File: src/design/vmc_pkg.sv
// Constants, types and helpers shared by the voltage memory controller.
// Assumes a 25 MHz system clock and magnitudes in 0.01 V, angles in 0.01 deg.

package vmc_pkg;

    // ==========================================================
    // Widths
    localparam int NCH = 3;
    localparam int VW  = 16;
    localparam int AW  = 16;
    localparam int FW  = 17;
    localparam int TW  = 13;
    localparam int SCW = 24;

    // ==========================================================
    // Setting limits, voltages in 0.01 V, hold time in 10 ms steps
    localparam logic [VW-1:0] ACT_V_MIN = 16'h00C8;
    localparam logic [VW-1:0] ACT_V_MAX = 16'h1388;
    localparam logic [VW-1:0] HOLD_MIN  = 16'h0002;
    localparam logic [VW-1:0] HOLD_MAX  = 16'h1388;

    // ==========================================================
    // Timing
    localparam int CLK_PERIOD_NS     = 40;
    localparam int HOLD_STEP_NS      = 10000000;
    localparam int HOLD_STEP_CYCLES  = HOLD_STEP_NS / CLK_PERIOD_NS;

    // ==========================================================
    // Event bit positions
    localparam int EV_ENABLED = 0;
    localparam int EV_VLOW    = 1;
    localparam int EV_IHIGH   = 2;
    localparam int EV_FCT     = 3;
    localparam int EV_INUSE   = 4;
    localparam int EV_BLOCKED = 5;
    localparam int NEV        = 6;

    typedef enum logic [1:0] {VMC_IDLE, VMC_ACTIVE, VMC_EXPIRED} vmc_state_t;

    typedef logic [NCH-1:0][VW-1:0] vmc_mag_t;

    // Settings outside the allowed span are pulled to its nearest end
    function automatic logic [VW-1:0] vmc_clamp(input logic [VW-1:0] v,
                                                input logic [VW-1:0] lo,
                                                input logic [VW-1:0] hi);
        logic [VW-1:0] r;
        r = v;
        if (v < lo) begin
            r = lo;
        end else if (v > hi) begin
            r = hi;
        end
        return r;
    endfunction

endpackage

File: src/design/vmc_link_if.sv
// Signals passed between the controller core and its two helper modules.
// Assumes all three sit on the same clock.

interface vmc_link_if;
    import vmc_pkg::*;

    logic           volt_low;
    logic           cur_high;
    logic [NEV-1:0] levels;
    logic [NEV-1:0] ev_on;
    logic [NEV-1:0] ev_off;

    modport cond (output volt_low, output cur_high);
    modport evt  (input levels, output ev_on, output ev_off);
    modport core (input volt_low, input cur_high, input ev_on, input ev_off, output levels);
endinterface

File: src/design/vmc_cond.sv
// Voltage-low and current-high detection over the three channels.
// Assumes magnitudes and thresholds share one unit; purely combinational.

module vmc_cond
    import vmc_pkg::*;
(
    vmc_link_if.cond                 link,
    input  wire vmc_pkg::vmc_mag_t   volt_mag,
    input  wire logic [vmc_pkg::NCH-1:0] volt_used,
    input  wire logic [vmc_pkg::VW-1:0]  volt_thr,
    input  wire vmc_pkg::vmc_mag_t   cur_mag,
    input  wire logic [vmc_pkg::VW-1:0]  cur_pickup
);

    // ==========================================================
    // Per channel compare
    logic [NCH-1:0] below_ok;
    logic [NCH-1:0] above;

    genvar i;
    generate
        for (i = 0; i < NCH; i++) begin : g_ch
            // Unused channels never veto the low-voltage decision
            assign below_ok[i] = ~volt_used[i] | (volt_mag[i] < volt_thr);
            assign above[i]    = cur_mag[i] > cur_pickup;
        end
    endgenerate

    // No used channel at all means nothing is measured, so no memory
    assign link.volt_low = (|volt_used) & (&below_ok);
    assign link.cur_high = |above;

endmodule

File: src/design/vmc_evt.sv
// On and off event pulses from the controller's status levels.
// Assumes levels change only on clock edges; pulses last one clock.

module vmc_evt
    import vmc_pkg::*;
(
    input  wire logic clk,
    input  wire logic rst,
    vmc_link_if.evt   link
);

    // ==========================================================
    // Edge detection
    logic [NEV-1:0] prev_ff;
    logic [NEV-1:0] on_ff;
    logic [NEV-1:0] off_ff;

    always_ff @(posedge clk or posedge rst) begin
        if (rst) begin
            prev_ff <= '0;
        end else begin
            prev_ff <= link.levels;
        end
    end

    genvar i;
    generate
        for (i = 0; i < NEV; i++) begin : g_ev
            always_ff @(posedge clk or posedge rst) begin
                if (rst) begin
                    on_ff[i]  <= 1'b0;
                    off_ff[i] <= 1'b0;
                end else begin
                    on_ff[i]  <= link.levels[i] & ~prev_ff[i];
                    off_ff[i] <= ~link.levels[i] & prev_ff[i];
                end
            end
        end
    endgenerate

    assign link.ev_on  = on_ff;
    assign link.ev_off = off_ff;

endmodule

File: src/design/vmc_pre_fault_reference_hold.sv
// Voltage memory controller: substitute voltage reference during close-in faults.
// Assumes cycle_start pulses one clock at the start of each program cycle and that
// measurement inputs are stable and synchronous to clk.
// Out-of-range settings are clamped to their spans rather than refused.

// Overview of operation
// - Voltage condition met only if every used voltage lies below threshold.
// - Optional current condition also needs one phase current above pick-up.
// - Conditions count toward start, keep and tracking only while enabled; disabled blocks any start and ends memory at the next strobe.
// - While active, reference amplitude equals the activation voltage setting.
// - Angle from just before activation is held as reference while active.
// - Memory-active output stays high while memory is in use.
// - Blocking input sampled once per program cycle start, used that cycle.
// - Activation threshold adjustable from 2 to 50 V, compared per voltage.
// - Definite-time limit 0.02 to 50 s starts when memory activates.
// - On expiry reference stops and stages fall back to non-directional.
// - Forced tracking with voltages gone takes frequency from third phase current.
// - Otherwise sampling uses the fixed system frequency setting.
// - On/off events for low voltage, high current, current-based tracking.
// - Events for enable/disable, memory in use, and blocking.
module vmc_pre_fault_reference_hold
    import vmc_pkg::*;
#(
    parameter int HOLD_STEP_CLKS = vmc_pkg::HOLD_STEP_CYCLES
)
(
    input  wire logic                     clk,
    input  wire logic                     rst,
    input  wire logic                     cycle_start,
    input  wire logic                     mem_enable,
    input  wire logic                     line_to_line_sel,
    input  wire vmc_pkg::vmc_mag_t        volt_ll_mag,
    input  wire vmc_pkg::vmc_mag_t        volt_ln_mag,
    input  wire logic [vmc_pkg::NCH-1:0]  volt_used,
    input  wire logic [vmc_pkg::AW-1:0]   volt_ang_live,
    input  wire vmc_pkg::vmc_mag_t        cur_mag,
    input  wire logic                     phase_overcurrent_condition,
    input  wire logic [vmc_pkg::VW-1:0]   cur_pickup,
    input  wire logic [vmc_pkg::VW-1:0]   act_volt_set,
    input  wire logic [vmc_pkg::TW-1:0]   hold_time_limit,
    input  wire logic                     forced_ct_tracking,
    input  wire logic [vmc_pkg::FW-1:0]   fixed_freq,
    input  wire logic [vmc_pkg::FW-1:0]   third_phase_current_freq,
    input  wire logic                     block_in,
    output logic                          mem_active_ff,
    output logic [vmc_pkg::VW-1:0]        ref_amp_ff,
    output logic [vmc_pkg::AW-1:0]        ref_ang_ff,
    output logic                          nondir_fallback_ff,
    output logic                          block_sampled_ff,
    output logic                          freq_from_ct_ff,
    output logic [vmc_pkg::FW-1:0]        sample_freq_ff,
    output logic [vmc_pkg::NEV-1:0]       vt_module_event_block_on,
    output logic [vmc_pkg::NEV-1:0]       vt_module_event_block_off
);
    import vmc_pkg::*;

    // ==========================================================
    // Settings and helpers
    vmc_link_if link ();

    logic [VW-1:0]  volt_thr;
    logic [VW-1:0]  hold_lim_full;
    logic [TW-1:0]  hold_lim;
    vmc_mag_t       sel_mag;

    assign volt_thr      = vmc_clamp(act_volt_set, ACT_V_MIN, ACT_V_MAX);
    assign hold_lim_full = vmc_clamp({3'h0, hold_time_limit}, HOLD_MIN, HOLD_MAX);
    assign hold_lim      = hold_lim_full[TW-1:0];
    assign sel_mag  = line_to_line_sel ? volt_ll_mag : volt_ln_mag;

    vmc_cond u_cond (
        .link       (link.cond),
        .volt_mag   (sel_mag),
        .volt_used  (volt_used),
        .volt_thr   (volt_thr),
        .cur_mag    (cur_mag),
        .cur_pickup (cur_pickup)
    );

    // ==========================================================
    // Per program cycle decisions
    logic act_ok;
    logic keep_ok;

    // Shared by the start and the keep decisions
    function automatic logic vmc_hold_cond(input logic en,
                                           input logic low,
                                           input logic blk);
        return en & low & ~blk;
    endfunction

    // Block input read directly at the strobe edge; that value is also what is held
    assign act_ok  = vmc_hold_cond(mem_enable, link.volt_low, block_in)
                   & (~phase_overcurrent_condition | link.cur_high);
    assign keep_ok = vmc_hold_cond(mem_enable, link.volt_low, block_in);

    always_ff @(posedge clk or posedge rst) begin
        if (rst) begin
            block_sampled_ff <= 1'b0;
        end else if (cycle_start) begin
            block_sampled_ff <= block_in;
        end
    end

    // ==========================================================
    // Definite-time hold timer
    logic [SCW-1:0] step_cnt_ff;
    logic [TW-1:0]  unit_cnt_ff;
    logic           hold_expired;
    logic           step_tick;
    vmc_state_t     state_ff;
    vmc_state_t     nxt_state;

    // Checked on every clock, not only at strobes, so the limit keeps its resolution
    assign hold_expired = unit_cnt_ff >= hold_lim;
    assign step_tick    = step_cnt_ff == SCW'(HOLD_STEP_CLKS - 1);

    always_ff @(posedge clk or posedge rst) begin
        if (rst) begin
            step_cnt_ff <= '0;
        end else if (state_ff != VMC_ACTIVE || step_tick) begin
            // Cleared outside use so each activation starts a fresh delay
            step_cnt_ff <= '0;
        end else begin
            step_cnt_ff <= step_cnt_ff + SCW'(1);
        end
    end

    always_ff @(posedge clk or posedge rst) begin
        if (rst) begin
            unit_cnt_ff <= '0;
        end else if (state_ff != VMC_ACTIVE) begin
            unit_cnt_ff <= '0;
        end else if (step_tick && !hold_expired) begin
            // Held at the limit so a long fault cannot wrap the count
            unit_cnt_ff <= unit_cnt_ff + TW'(1);
        end
    end

    // ==========================================================
    // Memory state
    always_comb begin
        nxt_state = state_ff;
        case (state_ff)
            VMC_IDLE: begin
                if (cycle_start && act_ok) begin
                    nxt_state = VMC_ACTIVE;
                end
            end
            VMC_ACTIVE: begin
                // A failing strobe wins over expiry, giving a plain end
                if (cycle_start && !keep_ok) begin
                    nxt_state = VMC_IDLE;
                end else if (hold_expired) begin
                    nxt_state = VMC_EXPIRED;
                end
            end
            VMC_EXPIRED: begin
                // Stays expired until the fault condition clears, no re-arm mid-fault
                if (cycle_start && !keep_ok) begin
                    nxt_state = VMC_IDLE;
                end
            end
            default: begin
                nxt_state = VMC_IDLE;
            end
        endcase
    end

    always_ff @(posedge clk or posedge rst) begin
        if (rst) begin
            state_ff <= VMC_IDLE;
        end else begin
            state_ff <= nxt_state;
        end
    end

    always_ff @(posedge clk or posedge rst) begin
        if (rst) begin
            mem_active_ff <= 1'b0;
        end else begin
            mem_active_ff <= nxt_state == VMC_ACTIVE;
        end
    end

    // Tells the directional stages to trip without direction
    always_ff @(posedge clk or posedge rst) begin
        if (rst) begin
            nondir_fallback_ff <= 1'b0;
        end else begin
            nondir_fallback_ff <= nxt_state == VMC_EXPIRED;
        end
    end

    // ==========================================================
    // Reference amplitude and angle
    logic [AW-1:0] prev_ang_ff;

    // Angle of the last healthy program cycle; frozen once the fault is seen
    always_ff @(posedge clk or posedge rst) begin
        if (rst) begin
            prev_ang_ff <= '0;
        end else if (cycle_start && state_ff == VMC_IDLE && !act_ok) begin
            prev_ang_ff <= volt_ang_live;
        end
    end

    // Outside use the live angle passes through one clock late
    always_ff @(posedge clk or posedge rst) begin
        if (rst) begin
            ref_ang_ff <= '0;
        end else if (state_ff != VMC_ACTIVE && nxt_state == VMC_ACTIVE) begin
            ref_ang_ff <= prev_ang_ff;
        end else if (nxt_state != VMC_ACTIVE) begin
            ref_ang_ff <= volt_ang_live;
        end
    end

    // Outside use channel 0 of the chosen set is passed on as a plain magnitude
    always_ff @(posedge clk or posedge rst) begin
        if (rst) begin
            ref_amp_ff <= '0;
        end else if (nxt_state == VMC_ACTIVE) begin
            ref_amp_ff <= volt_thr;
        end else begin
            ref_amp_ff <= sel_mag[0];
        end
    end

    // ==========================================================
    // Sampling frequency selection
    logic nxt_fct;

    // Current condition not needed: voltage loss alone leaves no frequency source
    assign nxt_fct = forced_ct_tracking & mem_enable & link.volt_low;

    always_ff @(posedge clk or posedge rst) begin
        if (rst) begin
            freq_from_ct_ff <= 1'b0;
        end else if (cycle_start) begin
            freq_from_ct_ff <= nxt_fct;
        end
    end

    always_ff @(posedge clk or posedge rst) begin
        if (rst) begin
            sample_freq_ff <= '0;
        end else if (freq_from_ct_ff) begin
            sample_freq_ff <= third_phase_current_freq;
        end else begin
            sample_freq_ff <= fixed_freq;
        end
    end

    // ==========================================================
    // Event levels, sampled once per program cycle except in-use, which follows mem_active_ff on every clock
    logic en_ff;
    logic vlow_ff;
    logic ihigh_ff;

    always_ff @(posedge clk or posedge rst) begin
        if (rst) begin
            en_ff <= 1'b0;
        end else if (cycle_start) begin
            en_ff <= mem_enable;
        end
    end

    always_ff @(posedge clk or posedge rst) begin
        if (rst) begin
            vlow_ff <= 1'b0;
        end else if (cycle_start) begin
            vlow_ff <= link.volt_low;
        end
    end

    always_ff @(posedge clk or posedge rst) begin
        if (rst) begin
            ihigh_ff <= 1'b0;
        end else if (cycle_start) begin
            ihigh_ff <= link.cur_high;
        end
    end

    assign link.levels[EV_ENABLED] = en_ff;
    assign link.levels[EV_VLOW]    = vlow_ff;
    assign link.levels[EV_IHIGH]   = ihigh_ff;
    assign link.levels[EV_FCT]     = freq_from_ct_ff;
    assign link.levels[EV_INUSE]   = mem_active_ff;
    assign link.levels[EV_BLOCKED] = block_sampled_ff;

    vmc_evt u_evt (
        .clk  (clk),
        .rst  (rst),
        .link (link.evt)
    );

    assign vt_module_event_block_on  = link.ev_on;
    assign vt_module_event_block_off = link.ev_off;

endmodule

File: config.mk
export PLATFORM = sky130hd
export DESIGN_NAME = vmc_pre_fault_reference_hold
export DESIGN_NICKNAME = d
export VERILOG_FILES = /design/src/design/vmc_pkg.sv /design/src/design/vmc_link_if.sv /design/src/design/vmc_cond.sv /design/src/design/vmc_evt.sv /design/src/design/vmc_pre_fault_reference_hold.sv
export SDC_FILE = /design/constraint.sdc
export NUM_CORES = 1
export LEC_CHECK = 0
export BUFFER_PORTS_ARGS = -buffer_cell sky130_fd_sc_hd__buf_2
export CORE_ASPECT_RATIO = 1.5
export CORE_UTILIZATION = 55
export CTS_CLUSTER_DIAMETER = 60
export CTS_CLUSTER_SIZE = 20
export DETAILED_ROUTE_END_ITERATION = 7
export PLACE_DENSITY = 0.95
export SKIP_LAST_GASP = 1
export SLEW_MARGIN = 10
export SYNTH_ARGS = -nofsm -noshare
export SYNTH_HDL_FRONTEND = slang
export SYNTH_SLANG_ARGS = --single-unit
File: constraint.sdc
create_clock -name clk -period 8.95 [get_ports clk]
set_clock_uncertainty 0.1 [all_clocks]
set_input_delay 0.895 -clock clk [delete_from_list [all_inputs] [get_ports clk]]
set_output_delay 0.895 -clock clk [all_outputs]
set_load 0.05 [all_outputs]
# After elaboration in Yosys (flattened, before gate mapping)
# Index checks and enable logic that the tools add are counted.
[totals]
regBits = 129
inputBits = 250
out_inout_bits = 65
wordCells = 119
[op_classes]
addsub = 2
order_cmp = 11
n_eq_ne = 7
mux = 17
n_bitwise = 39
n_reduce_logical = 16
[ops]
columns = ["cell", "n"]
rows = [
  ["two-way mux 16 bit", 5],
  ["two-way mux 13 bit", 4],
  ["> comparator 16 bit", 3],
  ["less-than comparator 16 bit", 3],
  ["two-way mux 48 bit", 1],
  ["adder 24 x 1 -> 24 bit (second input constant)", 1],
  ["== test 24 x 18 -> 1 bit (second input constant)", 1],
  ["two-way mux 24 bit", 1],
  ["AND 1 bit", 18],
  ["two-way mux 17 bit", 1],
  ["inverter 1 bit", 17],
  ["> comparator 16 x 13 -> 1 bit (second input constant)", 1],
  ["less-than comparator 16 x 8 -> 1 bit (second input constant)", 1],
  ["adder 13 x 1 -> 13 bit (second input constant)", 1],
  ["greater-or-equal comparator 13 bit", 1],
  ["> comparator 13 bit (second input constant)", 1],
  ["less-than comparator 13 x 2 -> 1 bit (second input constant)", 1],
  ["two-way mux 2 bit", 4],
  ["logical AND 1 bit", 6],
  ["case mux 2 bit (3 select lines)", 1],
  ["OR reduction 3 bit", 2],
  ["== test 2 x 1 -> 1 bit (second input constant)", 2],
  ["== test 2 bit (second input constant)", 2],
  ["!= test 2 x 1 -> 1 bit (second input constant)", 2],
  ["6 further kinds", 12],
]

# Logic depth before layout (Yosys ltp)
[depth]
word_depth = 16
mapped_depth = 16
mapped_depth_nobuf = 15

# Cells and area by module
# From an unflattened synthesis, not the netlist that was laid out.
[hier_totals]
cells_unflattened = 847
area_unflattened_um2 = 8529.4
[modules_own_cells]
columns = ["module", "n_inst", "cells_each", "area_per_inst_um2", "seq_area_each_um2"]
rows = [
  ["vmc_pre_fault_reference_hold", 1, 546, 5850.6, 2777.7],
  ["vmc_cond", 1, 270, 2119.5, 0.0],
  ["vmc_evt", 1, 31, 559.3, 450.4],
]

# Least setup slack after synthesis
# Ideal clock, no wire load.
[synth_path]
path_kind = "input to register"
start = "input port act_volt_set[11] (netlist bit)"
end = "register prev_ang_ff[0]"
setup_ns = 0.125
t_arrival_ns = 4.419
required_ns = 8.725
slack_ns = 4.307
cell_stages = 15
path_buffers = 2
cell_sequence = "or4_1 o311a_4 nand2b_1 nor3_1 ha_1 a211oi_1 o21ai_0 a21oi_1 a21oi_1 a2111oi_4 and2_1 a31o_1 buf_2 buf_4 mux2_2"
[synth_via]
elab_chain_cells = 12
elab_cells_between_ends = 17
classes_between = "order compare (5); mux (2); bitwise (7); reduce/logical (3)"
[synth_lines]
columns = ["element", "line", "rtl"]
rows = [
  ["start: declaration", "vmc_pre_fault_reference_hold.sv:39", "input wire logic [vmc_pkg::VW-1:0] act_volt_set,"],
  ["> comparator 16 x 13 -> 1 bit", "vmc_pkg.sv:50", "end else if (v > hi) begin"],
  ["two-way mux 16 bit", "vmc_pkg.sv:50", ""],
  ["two-way mux 16 bit (*)", "vmc_pkg.sv:48", "if (v < lo) begin"],
  ["less-than comparator 16 bit", "vmc_cond.sv:24", "assign below_ok[i] = ~volt_used[i] | (volt_mag[i] < volt_thr);"],
  ["OR 1 bit", "vmc_cond.sv:24", ""],
  ["AND reduction 3 bit (*)", "vmc_cond.sv:30", "assign link.volt_low = (|volt_used) & (&below_ok);"],
  ["AND 1 bit (*)", "vmc_cond.sv:30", ""],
  ["AND 1 bit (*) (2 in a row)", "vmc_pre_fault_reference_hold.sv:89", "return en & low & ~blk;"],
  ["AND 1 bit (*)", "vmc_pre_fault_reference_hold.sv:94", "& (~phase_overcurrent_condition | link.cur_high);"],
  ["logical NOT 1 bit (*)", "vmc_pre_fault_reference_hold.sv:203", "end else if (cycle_start && state_ff == VMC_IDLE && !act_ok) begin"],
  ["logical AND 1 bit (*)", "vmc_pre_fault_reference_hold.sv:203", ""],
  ["end signal: assignment", "vmc_pre_fault_reference_hold.sv:204", "prev_ang_ff <= volt_ang_live;"],
  ["end: declaration", "vmc_pre_fault_reference_hold.sv:197", "logic [AW-1:0] prev_ang_ff;"],
]
# Every way passes the cells marked *; elsewhere a longest branch is shown, timed or not.
# A chain may end at the register's enable or synchronous reset.

# Final worst setup path
[layout_path]
start = "input port act_volt_set[11] (netlist bit)"
end = "register ref_amp_ff[2] (netlist bit)"
[layout_via]
elab_chain_cells = 15
elab_cells_between_ends = 24
classes_between = "order compare (5); eq/ne (1); mux (7); bitwise (7); reduce/logical (4)"
[layout_lines]
columns = ["element", "line", "rtl"]
rows = [
  ["> comparator 16 x 13 -> 1 bit", "vmc_pkg.sv:50", ""],
  ["two-way mux 16 bit", "vmc_pkg.sv:50", ""],
  ["two-way mux 16 bit (*)", "vmc_pkg.sv:48", ""],
  ["less-than comparator 16 bit", "vmc_cond.sv:24", ""],
  ["OR 1 bit", "vmc_cond.sv:24", ""],
  ["AND reduction 3 bit (*)", "vmc_cond.sv:30", ""],
  ["AND 1 bit (*)", "vmc_cond.sv:30", ""],
  ["AND 1 bit (*) (2 in a row)", "vmc_pre_fault_reference_hold.sv:89", ""],
  ["AND 1 bit or logical NOT 1 bit (tied branches)", "vmc_pre_fault_reference_hold.sv:94, vmc_pre_fault_reference_hold.sv:152, vmc_pre_fault_reference_hold.sv:160", ""],
  ["logical AND 1 bit, on equally long branches", "vmc_pre_fault_reference_hold.sv:146, vmc_pre_fault_reference_hold.sv:152, vmc_pre_fault_reference_hold.sv:160", ""],
  ["two-way mux 2 bit, on equally long branches", "vmc_pre_fault_reference_hold.sv:146, vmc_pre_fault_reference_hold.sv:152, vmc_pre_fault_reference_hold.sv:160", ""],
  ["case mux 2 bit (3 select lines) (*)", "vmc_pre_fault_reference_hold.sv:144", "case (state_ff)"],
  ["named net nxt_state[0]", "vmc_pre_fault_reference_hold.sv:112", "vmc_state_t nxt_state;"],
  ["== test 2 x 1 -> 1 bit (*)", "vmc_pre_fault_reference_hold.sv:223", "end else if (nxt_state == VMC_ACTIVE) begin"],
  ["two-way mux 16 bit (*)", "vmc_pre_fault_reference_hold.sv:223", ""],
  ["end signal: assignment", "vmc_pre_fault_reference_hold.sv:224", "ref_amp_ff <= volt_thr;"],
  ["end signal: assignment", "vmc_pre_fault_reference_hold.sv:226", "ref_amp_ff <= sel_mag[0];"],
  ["end: declaration", "vmc_pre_fault_reference_hold.sv:46", "output logic [vmc_pkg::VW-1:0] ref_amp_ff,"],
]
# Mark *: on every way through the listed nets, which the timed path passes. The rest lies on a longest branch.

==> impl_summary.md <==
STA
The relative slew slack is a little over a fifth. The total count of hold-check failures in the final report is 0. Setup repair after global routing left no endpoint under its margin.

The worst path needs between 5 and 6 ns of the cycle, external delays included. The sum of negative setup slack is 0 ns. The transition time at the pin with the least slew margin is roughly 1.2 ns.

The total setup violations reported at the end of the flow is 0. The period utilization is between 60% and 70%. The final count of pins violating max slew is 0.

The upper clock frequency limit is 180 MHz.

Yosys
The count of synthesis-stage warnings from yosys is 0. Among all flip-flop cells after synthesis, the most frequent one is sky130_fd_sc_hd__dfrtp_1. The count of flip-flops with a built-in enable after synthesis is 0. The mean instance size in the synthesized netlist is 10.2 sq um. The cell count after synthesis is about 840. The register bit total from synthesis is between 100 and 150. Yosys mapped the design onto 67 distinct sky130hd cell types.

The summed instance area of the synthesized netlist is roughly 8600 sq um. The sequential cell area fraction in the yosys report is between 30% and 40%. The async set or reset register ratio after synthesis is between 90% and 100%.

Floorplanning
The overall die width is 104 um. The initial utilization of the core area, before any placement, comes to between 50% and 60%. The vertical die dimension is 155 um. The core outline area is ~15000 sq um. The number of top-level design ports is roughly 320. The floorplan has 55 rows. The floorplan die area is ~16000 sq um.

Power and ir drop
The overall power of the completed layout is just under 2 mW. The largest voltage drop on the vdd net is ~0.00012 V. In this run the static leakage power is 5.43 nW. In this run the power density over the cells is approximately 180 nW/um^2.

Worst setup path
The critical path contains buffers and inverters numbering 3 combined. Walking the worst path, the cells encountered are buf_2, or4_1, o311a_4, nor2b_1, nand2_1, ha_1, nand2_1, or3_1, nor3_1, a2111oi_4, a31oi_2, buf_4, a21o_1, inv_2, mux2_1. The worst endpoint required time is between 9 and 10 ns. The stage delay of the slowest cell on the critical path is about 0.73 ns. The kind of start point of the critical path is an input port. The cell type of the slowest stage on the worst timing path is sky130_fd_sc_hd__a21o_1. In this design, the critical path's most frequently occurring cell is sky130_fd_sc_hd__nand2_1. In this run the worst path has a maximum fanout of 27. The kind of capture point of the worst setup path is a flop. The critical path's top delay family is simple AND/OR/NAND/NOR gates.

The category of the critical setup timing path is in -> reg. For the worst setup path, the data arrival time is 5.75 ns.

Finish
The synthesis-to-layout area growth is 27.8%. The net count of the finished layout is around 1500. Leaving out fill and tap cells, the most frequent cell in the layout is sky130_fd_sc_hd__buf_2.

The final design instance area without fill is between 10000 and 15000 sq um. The library cells used most frequently in the layout, excluding fill and tap cells, are sky130_fd_sc_hd__buf_2 (314), sky130_fd_sc_hd__dfrtp_1 (129), sky130_fd_sc_hd__ha_1 (105). In the final layout, the share of cells above drive strength 1 is between 30 and 40%.

Global route
Entering global routing, the biggest net connects 73 pins. The initial antenna violation count is 3. The number of global-route vias before repair is roughly 8600.

The total overflow left after global routing is 0. Global routing used between 7 and 8% of the available met3 tracks. The first global-routing pass estimated between 40 and 50 mm of wire. The met2 usage in global routing is 62.4%.

In the global route stage, overall resource usage came out at between 30% and 40%. The met1 global-route usage is a little under a third. The layer with the highest usage after global routing is met2.

CTS
The total CTS buffers is 17. The cts-stage hold buffer count is 0. TritonCTS built the clock tree. The number of setup buffers added after CTS is 0. Clock tree synthesis found a total of approximately 130 sinks. The H-tree depth reported by CTS is 4.

The clock-pin slew of the registers on the worst-case setup and hold paths is 0.06 ns. The total of cells resized after clock tree synthesis is 0. No sink is reached through more buffers than the 2 on the longest clock path.

The insertion delay of the later-clocked pin in the worst-skew pair is ~0.42 ns. The root buffer cell chosen for the clock tree is sky130_fd_sc_hd__clkbuf_16.

Placed design
The routability-driven placement congestion ratio is just over 1. In this run the cell area measured after placement is approximately 10000 sq um. The detailed placement HPWL is roughly 20 mm.

The count of buffers inserted at the top-level ports is ~310.

Outcome
The flow ran to the end, and the final reports show no timing, DRC or antenna violations.

Route
Across all layers, the routed design uses 8216 vias. The number of nets with antenna violations after detailed routing is 0. The final layout contains routed wiring with a total length of 26.3 mm. Dividing the detail-routed wire length by the instance count gives 19.1 um. The number of optimization iterations in the first detailed-route pass is 5. The residual DRC count is 0. The number of vias per cell is ~6.0. The number of design-rule violations left by the first detailed-router iteration is between 400 and 500.

Job
Across the run, the number of max-cap violations was 0.

Min path
The path class of the tightest hold or removal check is reg -> reg.
==> path summary, 6_finish.rpt <==
kind,start,end,slack (ns),depth (start not counted)
worst max-delay path,act_volt_set[11],ref_amp_ff[2],3.40,15
worst min-delay path,u_evt.prev_ff[3],u_evt.link.ev_on[3],0.31,1
worst max register to register,unit_cnt_ff[0],ref_amp_ff[2],4.94,11
worst min register to register,u_evt.prev_ff[3],u_evt.link.ev_on[3],0.31,1
max in group asynchronous,rst,prev_ang_ff[3],6.92,3
min in group asynchronous,rst,sample_freq_ff[15],0.56,2
==> stage by stage <==
stage	hold WS (ns)	cells	utilization (%)	worst slack [ns]
2_1_floorplan	0.284	847	-	4.31
3_3_place_gp	0.297	1343	68.3	3.16
3_5_place_dp	0.299	1343	68.3	3.02
4_1_cts	0.307	1375	72.2	3.45
5_1_grt	0.319	1377	72.2	3.25
6_report	0.308	1379	72.3	3.40
==> synthesized netlist by cell type, types with 6 or more instances <==
master | count | area (sq um)
sky130_fd_sc_hd__a211oi_1 | 16 | 120
sky130_fd_sc_hd__a21o_1 | 12 | 90.1
sky130_fd_sc_hd__a21oi_1 | 45 | 225
sky130_fd_sc_hd__a221o_1 | 17 | 170
sky130_fd_sc_hd__and2_1 | 6 | 37.5
sky130_fd_sc_hd__and3_1 | 12 | 75.1
sky130_fd_sc_hd__clkbuf_1 | 11 | 41.3
sky130_fd_sc_hd__dfrtp_1 | 129 | 3230
sky130_fd_sc_hd__ha_1 | 105 | 1310
sky130_fd_sc_hd__inv_1 | 46 | 173
sky130_fd_sc_hd__mux2_2 | 78 | 878
sky130_fd_sc_hd__mux2i_1 | 9 | 90.1
sky130_fd_sc_hd__nand2_1 | 40 | 150
sky130_fd_sc_hd__nand2b_1 | 9 | 56.3
sky130_fd_sc_hd__nand3_1 | 28 | 140
sky130_fd_sc_hd__nand4_1 | 19 | 119
sky130_fd_sc_hd__nor2_1 | 58 | 218
sky130_fd_sc_hd__nor2b_1 | 16 | 100
sky130_fd_sc_hd__nor3_1 | 20 | 100
sky130_fd_sc_hd__nor3b_1 | 17 | 128
sky130_fd_sc_hd__o21ai_0 | 35 | 175
sky130_fd_sc_hd__or3_1 | 10 | 62.6
sky130_fd_sc_hd__xnor2_1 | 12 | 105
sky130_fd_sc_hd__xor2_1 | 14 | 123
==> metal layers <==
layer	routed length, um	up-vias
met5	11	-
met4	1600	2
met3	1610	107
met2	14200	450
met1	8860	3904
li1	-	3753
==> sequential cells by signal (all words and copies together) (netlist names) <==
| name | count |
|---|---|
| u_evt.link.ev_off | 6 |
| block_sampled_ff | 1 |
| prev_ang_ff | 16 |
| ihigh_ff | 1 |
| unit_cnt_ff | 13 |
| en_ff | 1 |
| state_ff | 2 |
| vlow_ff | 1 |
| sample_freq_ff | 17 |
| nondir_fallback_ff | 1 |
| step_cnt_ff | 24 |
| mem_active_ff | 1 |
| u_evt.prev_ff | 6 |
| freq_from_ct_ff | 1 |
| ref_ang_ff | 16 |
| u_evt.link.ev_on | 6 |
| ref_amp_ff | 16 |
==> logic make-up (layout without fill, tap and decap cells) <==
| kind of cell | count (synthesis) | after routing | share of synthesized area [%] |
|---|---|---|---|
| AND/OR/NAND/NOR | 250 | 250 | 15.2 |
| AO/OA/AOI/OAI | 168 | 168 | 13.7 |
| flip-flops | 129 | 129 | 37.7 |
| adder cells (fa/ha/maj) | 105 | 105 | 15.3 |
| multiplexers | 92 | 92 | 12.0 |
| buffers and inverters | 68 | 397 | 3.33 |
| XOR/XNOR | 26 | 26 | 2.66 |
| other | 1 | 13 | 0.0438 |
==> layout make-up <==
type	instances	area [sq um]
sequential	129	3230
clock inverter	15	171
clock buffer	17	425
tap	199	249
inverter	47	179
timing repair buffer	318	1600
multi-input combinational	650	5080
fill	1081	4200
antenna	4	10.0
==> report_power, final <==
part | internal (mW) | switching, mW
clock | 0.418 | 0.278
sequential | 0.649 | 0.0359
combinational | 0.192 | 0.347
Power figures use the tool's default switching activity.
